===== src/verilog/event_enable_pkg.sv =====
`default_nettype none
package event_enable_pkg;

    // ==================================================================
    // Widths
    localparam int DATA_W = 32;
    localparam int ADDR_W = 32;
    localparam int EVENT_N = 64;
    localparam int DEC_W = 5;

    // ==================================================================
    // Register byte offsets (one aligned word each)
    localparam logic [DEC_W-1:0] OFF_MASK_LOW = 5'h00;
    localparam logic [DEC_W-1:0] OFF_MASK_HIGH = 5'h04;
    localparam logic [DEC_W-1:0] OFF_CLEAR_LOW = 5'h08;
    localparam logic [DEC_W-1:0] OFF_CLEAR_HIGH = 5'h0c;
    localparam logic [DEC_W-1:0] OFF_SET_LOW = 5'h10;
    localparam logic [DEC_W-1:0] OFF_SET_HIGH = 5'h14;

    // ==================================================================
    // Reset values and bus codes
    localparam logic [DATA_W-1:0] MASK_RESET = 32'h0000_0000;
    localparam logic [DATA_W-1:0] READ_ZERO = 32'h0000_0000;
    localparam int HTRANS_ACTIVE_BIT = 1;
    localparam logic HRESP_OKAY = 1'b0;

    // ==================================================================
    // Register selection
    typedef enum {
        SEL_NONE,
        SEL_MASK_LOW,
        SEL_MASK_HIGH,
        SEL_CLEAR_LOW,
        SEL_CLEAR_HIGH,
        SEL_SET_LOW,
        SEL_SET_HIGH
    } reg_sel_t;

endpackage
`default_nettype wire


===== src/verilog/event_enable_set_clear_bank.sv =====
`timescale 1ns/1ps
`default_nettype none
module event_enable_set_clear_bank
    import event_enable_pkg::*;
#(
    parameter int EVENTS = EVENT_N
)
(
    // Clock and reset
    input wire logic clock,
    input wire logic rstn,
    // AHB-Lite slave
    input wire logic hsel,
    input wire logic [ADDR_W-1:0] haddr,
    input wire logic [1:0] htrans,
    input wire logic hwrite,
    input wire logic [2:0] hsize,
    input wire logic [DATA_W-1:0] hwdata,
    input wire logic hready,
    output logic [DATA_W-1:0] hrdata,
    output logic hreadyout,
    output logic hresp,
    // Event sources
    input wire logic [EVENTS-1:0] eventLatch,
    input wire logic [EVENTS-1:0] chainedEvent,
    input wire logic [EVENTS-1:0] manualEvent,
    // Mask and evaluation
    output logic [EVENTS-1:0] enableMask,
    output logic [EVENTS-1:0] eventEvaluate
);

    // ==================================================================
    // Address decode
    function automatic reg_sel_t decodeSel(input logic [ADDR_W-1:0] addr);
        reg_sel_t sel;
        sel = SEL_NONE;
        if (addr[ADDR_W-1:DEC_W] == '0)
        begin
            case (addr[DEC_W-1:0])
                OFF_MASK_LOW: sel = SEL_MASK_LOW;
                OFF_MASK_HIGH: sel = SEL_MASK_HIGH;
                OFF_CLEAR_LOW: sel = SEL_CLEAR_LOW;
                OFF_CLEAR_HIGH: sel = SEL_CLEAR_HIGH;
                OFF_SET_LOW: sel = SEL_SET_LOW;
                OFF_SET_HIGH: sel = SEL_SET_HIGH;
                default: sel = SEL_NONE;
            endcase
        end
        return sel;
    endfunction

    // ==================================================================
    // State
    logic [DATA_W-1:0] enableMaskLow;
    logic [DATA_W-1:0] enableMaskHigh;
    logic wrValid;
    reg_sel_t wrSel;
    logic [DATA_W-1:0] next_enableMaskLow;
    logic [DATA_W-1:0] next_enableMaskHigh;
    logic next_wrValid;
    reg_sel_t next_wrSel;
    logic [DATA_W-1:0] next_hrdata;
    logic [EVENTS-1:0] next_eventEvaluate;
    logic addrPhase;
    reg_sel_t addrSel;

    assign addrPhase = hsel && htrans[HTRANS_ACTIVE_BIT] && hready;
    assign addrSel = decodeSel(haddr);

    // ==================================================================
    // Next values
    always_comb
    begin
        next_enableMaskLow = enableMaskLow;
        next_enableMaskHigh = enableMaskHigh;
        // Writes land in the data phase; mask halves themselves ignore writes
        if (wrValid)
        begin
            case (wrSel)
                SEL_CLEAR_LOW: next_enableMaskLow = enableMaskLow & ~hwdata;
                SEL_CLEAR_HIGH: next_enableMaskHigh = enableMaskHigh & ~hwdata;
                SEL_SET_LOW: next_enableMaskLow = enableMaskLow | hwdata;
                SEL_SET_HIGH: next_enableMaskHigh = enableMaskHigh | hwdata;
                default: next_enableMaskLow = enableMaskLow;
            endcase
        end
        // Only size-agnostic single words; hsize is accepted as given
        next_wrValid = addrPhase && hwrite;
        next_wrSel = addrSel;
        // Read data uses the post-write mask so back-to-back write/read is coherent
        next_hrdata = READ_ZERO;
        if (addrPhase && !hwrite)
        begin
            case (addrSel)
                SEL_MASK_LOW: next_hrdata = next_enableMaskLow;
                SEL_MASK_HIGH: next_hrdata = next_enableMaskHigh;
                default: next_hrdata = READ_ZERO;
            endcase
        end
        // Latched events pending while disabled simply wait for the enable
        next_eventEvaluate = (eventLatch & {enableMaskHigh, enableMaskLow})
            | chainedEvent | manualEvent;
    end

    // ==================================================================
    // Registers
    always_ff @(posedge clock)
    begin
        if (!rstn)
        begin
            enableMaskLow <= MASK_RESET;
            enableMaskHigh <= MASK_RESET;
            wrValid <= 1'b0;
            wrSel <= SEL_NONE;
            hrdata <= READ_ZERO;
            hreadyout <= 1'b1;
            hresp <= HRESP_OKAY;
            enableMask <= '0;
            eventEvaluate <= '0;
        end
        else
        begin
            enableMaskLow <= next_enableMaskLow;
            enableMaskHigh <= next_enableMaskHigh;
            wrValid <= next_wrValid;
            wrSel <= next_wrSel;
            hrdata <= next_hrdata;
            hreadyout <= 1'b1;
            hresp <= HRESP_OKAY;
            enableMask <= {next_enableMaskHigh, next_enableMaskLow};
            eventEvaluate <= next_eventEvaluate;
        end
    end
endmodule
`default_nettype wire


===== config.mk =====
export PLATFORM = sky130hd
export DESIGN_NAME = event_enable_set_clear_bank
export DESIGN_NICKNAME = d
export VERILOG_FILES = /design/src/verilog/event_enable_pkg.sv /design/src/verilog/event_enable_set_clear_bank.sv
export SDC_FILE = /design/constraint.sdc
export NUM_CORES = 1
export LEC_CHECK = 0
export ABC_AREA = 1
export BUFFER_PORTS_ARGS = -buffer_cell sky130_fd_sc_hd__buf_4
export CORE_AREA = 2 2 168 170
export CTS_BUF_LIST = sky130_fd_sc_hd__clkbuf_8
export CTS_CLUSTER_DIAMETER = 80
export DETAILED_ROUTE_END_ITERATION = 7
export DIE_AREA = 0 0 170 172
export GPL_TIMING_DRIVEN = 0
export PLACE_DENSITY = 0.58
export SLEW_MARGIN = 15
export SYNTH_ARGS = -nofsm -noshare
export SYNTH_HDL_FRONTEND = slang
export SYNTH_SLANG_ARGS = --single-unit

===== constraint.sdc =====
create_clock -name clock -period 1.9 [get_ports clock]
set_input_delay 0.095 -clock clock [delete_from_list [all_inputs] [get_ports clock]]
set_output_delay 0.095 -clock clock [all_outputs]
set_load 0.1 [all_outputs]

==> metrics.md <==
| Metric | Value |
|---|---|
| Status | finished, final reports clean |
| Worst-path clk slew | 110 ps |
| # rows | 61 |
| Cell Pwr Density | 662 mW/mm^2 |
| Port bufs | 421 |
| Dpl hpwl | 21.5 mm |
| Worst VDD drop | 468 uV |
| Launching point of the worst reg2reg path | wrValid$_SDFF_PN0_ |
| Via count | 8128 |
| Final slew viol count | 0 |
| H-tree depth | 4 |
| Gpl congestion | 0.765 |
| Antenna violations before repair | 0 |
| Layout cell share with drive strength beyond 1 | 32.5% |
| Clock buffer depth | 2 |
| First-pass GRT wire length | 45.4 mm |
| Synth cell types | 20 |
| GRT Overall Usage | 20.5% |
| FMAX | 543 MHz |
| Post-route minimum period | 1840 ps |
| Clk sinks | 164 |
| Tightest Pin Transition | 825 ps |
| TNS Setup | 0 ps |
| Worst Setup End Kind | register |
| Placed cell area | 0.00995 sq mm |
| Avg Inst Size Synth | 7.48 sq um |
| CTS tree | yes |
| Mapped Cells | 849 |
| Seq/Total Area, Yosys | 51.7% |
| Syn Nets | 1115 |
| RSZ-0062 raised after global routing | false |
| Area Overhead vs Synth | 92.5% |
| Vias/cell | 4.43 |
| HP Start | hwdata[24] |
| Wire per inst | 16.9 um |
| Pleak | 5.32 nW |
| Worst-skew pair later-pin latency | 460 ps |
| Setup Crit Path Kind | input port to register |
| Height of the die | 172 um |
| Final setup viols | 0 |
| DRC | 0 |
| Max_cap viols | 0 |
| Largest net degree at the start of global routing | 19 |
| Design area | 0.0122 sq mm |
| WP data required | 2270 ps |
| Initial Util | 23.1% |
| Slew headroom | 45.0% |
| Die Span X | 170 um |
| CP startpoint kind | input port |
| Yosys warning count | 0 |
| Vias in the first global route | 8271 |
| Final period util | 97.0% |
| Largest fanout on the critical path | 10 |
| Total gr overflow | 0 |
| Num CTS Buffers | 17 |
| # IOs | 428 |
| Final wirelength | 30.9 mm |
| Full die area | 0.0292 sq mm |
| Antenna diode count | 0 |
| Synthesized cell area | 0.00635 sq mm |
| Final nets | 1740 |
| Initial drt markers | 406 |
| Router iterations before antenna repair | 5 |
| Post-synthesis sequential element count | 164 |
| WP data arrival | 2210 ps |
| Final number of hold-violating endpoints | 0 |
| HP Class | input port to register |
| Root Buffer | clkbuf_8 |
| Critical path launch point | haddr[2] |
| Core area | 0.0275 sq mm |
| Antenna-violating nets left | 0 |
| Fin Clk Skew | 25.6 ps |
## metal layers
layer	part of all wire [%]	routed length, um	global-route usage (%)
met5	0	0	0
met4	2.1	658	6.06
met3	7.3	2250	5.40
met2	51	15600	37.9
met1	40	12400	23.1
## per-stage QoR
step	hold slack (ps)	worst slack [ps]	total power (W)	util, %	instances
6_report	49.5	57.5	0.00809	44.5	1833
2_1_floorplan	167	349	0.00446	-	849
3_5_place_dp	301	50.2	0.00511	36.2	1616
3_3_place_gp	304	28.5	0.00511	36.2	1616
4_1_cts	5.37	45.7	0.00816	44.5	1834
5_1_grt	29.8	0.827	0.00842	44.5	1833
## cells in the mapped netlist
cell | n | area [sq um]
nand3_2 | 2 | 20.0
a21oi_1 | 98 | 490
clkbuf_1 | 24 | 90.1
o21ai_0 | 36 | 180
nand4_1 | 33 | 206
o21ai_1 | 90 | 450
conb_1 | 2 | 7.51
dfxtp_1 | 164 | 3280
inv_1 | 69 | 259
nor3b_1 | 1 | 7.51
buf_4 | 3 | 22.5
nor2_1 | 150 | 563
inv_2 | 3 | 11.3
nand3_1 | 35 | 175
buf_1 | 1 | 3.75
nand2_1 | 113 | 424
nor3_1 | 2 | 10.0
buf_2 | 17 | 85.1
buf_6 | 5 | 56.3
nor2_2 | 1 | 6.26
## layout by cell type (no fill, tap or decap)
cell	count
a21oi_1	98
buf_1	1
buf_2	17
buf_4	424
buf_6	5
bufinv_16	1
clkbuf_1	23
clkbuf_8	17
clkinv_2	1
clkinv_4	2
clkinv_8	4
conb_1	2
dfxtp_1	164
dlygate4sd3_1	186
inv_1	69
inv_2	3
inv_6	3
inv_8	4
nand2_1	113
nand3_1	35
nand3_2	2
nand4_1	33
nor2_1	150
nor2_2	1
nor3_1	2
nor3b_1	1
o21ai_0	36
o21ai_1	90
## sequential cells by signal, summed over array words and instances (netlist names)
register	count
wrValid	1
eventEvaluate	64
enableMask	64
wrSel	3
hrdata	32
## critical path, cell delays in order
cell and delay, ps:
dlygate4sd3_1 560, buf_4 160, nor3_1 650, buf_2 420, nand3_1 150, a21oi_1 160
## cell type report
| type | instances | area, sq um |
|---|---|---|
| repair buffers | 607 | 5020 |
| inverters | 72 | 270 |
| clock inverters | 15 | 189 |
| fillers | 2766 | 15200 |
| well taps | 346 | 433 |
| plain buffers | 49 | 254 |
| multi-input cells | 563 | 2540 |
| flip-flops and latches | 164 | 3280 |
| clock buffers | 17 | 234 |
## repair_timing
item	4_1_cts	5_1_grt
hold buffers	186	0
endpoints found under the hold margin	68	0
setup buffers	0	0
endpoints found under the setup margin	0	4
gates resized for setup	0	0
## worst paths after layout
check / endpoint / slack, ps / depth (start not counted)
setup / recovery: hrdata[16]$_SDFF_PN0_ / 60 / 6
hold / removal: enableMask[56]$_SDFF_PN0_ / 50 / 5
setup reg to reg: hrdata[28]$_SDFF_PN0_ / 120 / 5
hold reg to reg: enableMask[55]$_SDFF_PN0_ / 550 / 2
## report_power, final
group / switching (W) / internal, W
Sequential: 0.0000267 / 0.00353
Combinational: 0.00104 / 0.000772
Clock: 0.00160 / 0.00113
## cell families after synthesis
family                 synth area share (%)
AND/OR/NAND/NOR                        22.2
AO/OA/AOI/OAI                          17.6
flip-flops                             51.7
buffers and inverters                  8.31
other                                 0.118
Note: power is estimated with default switching activity, not from simulation.
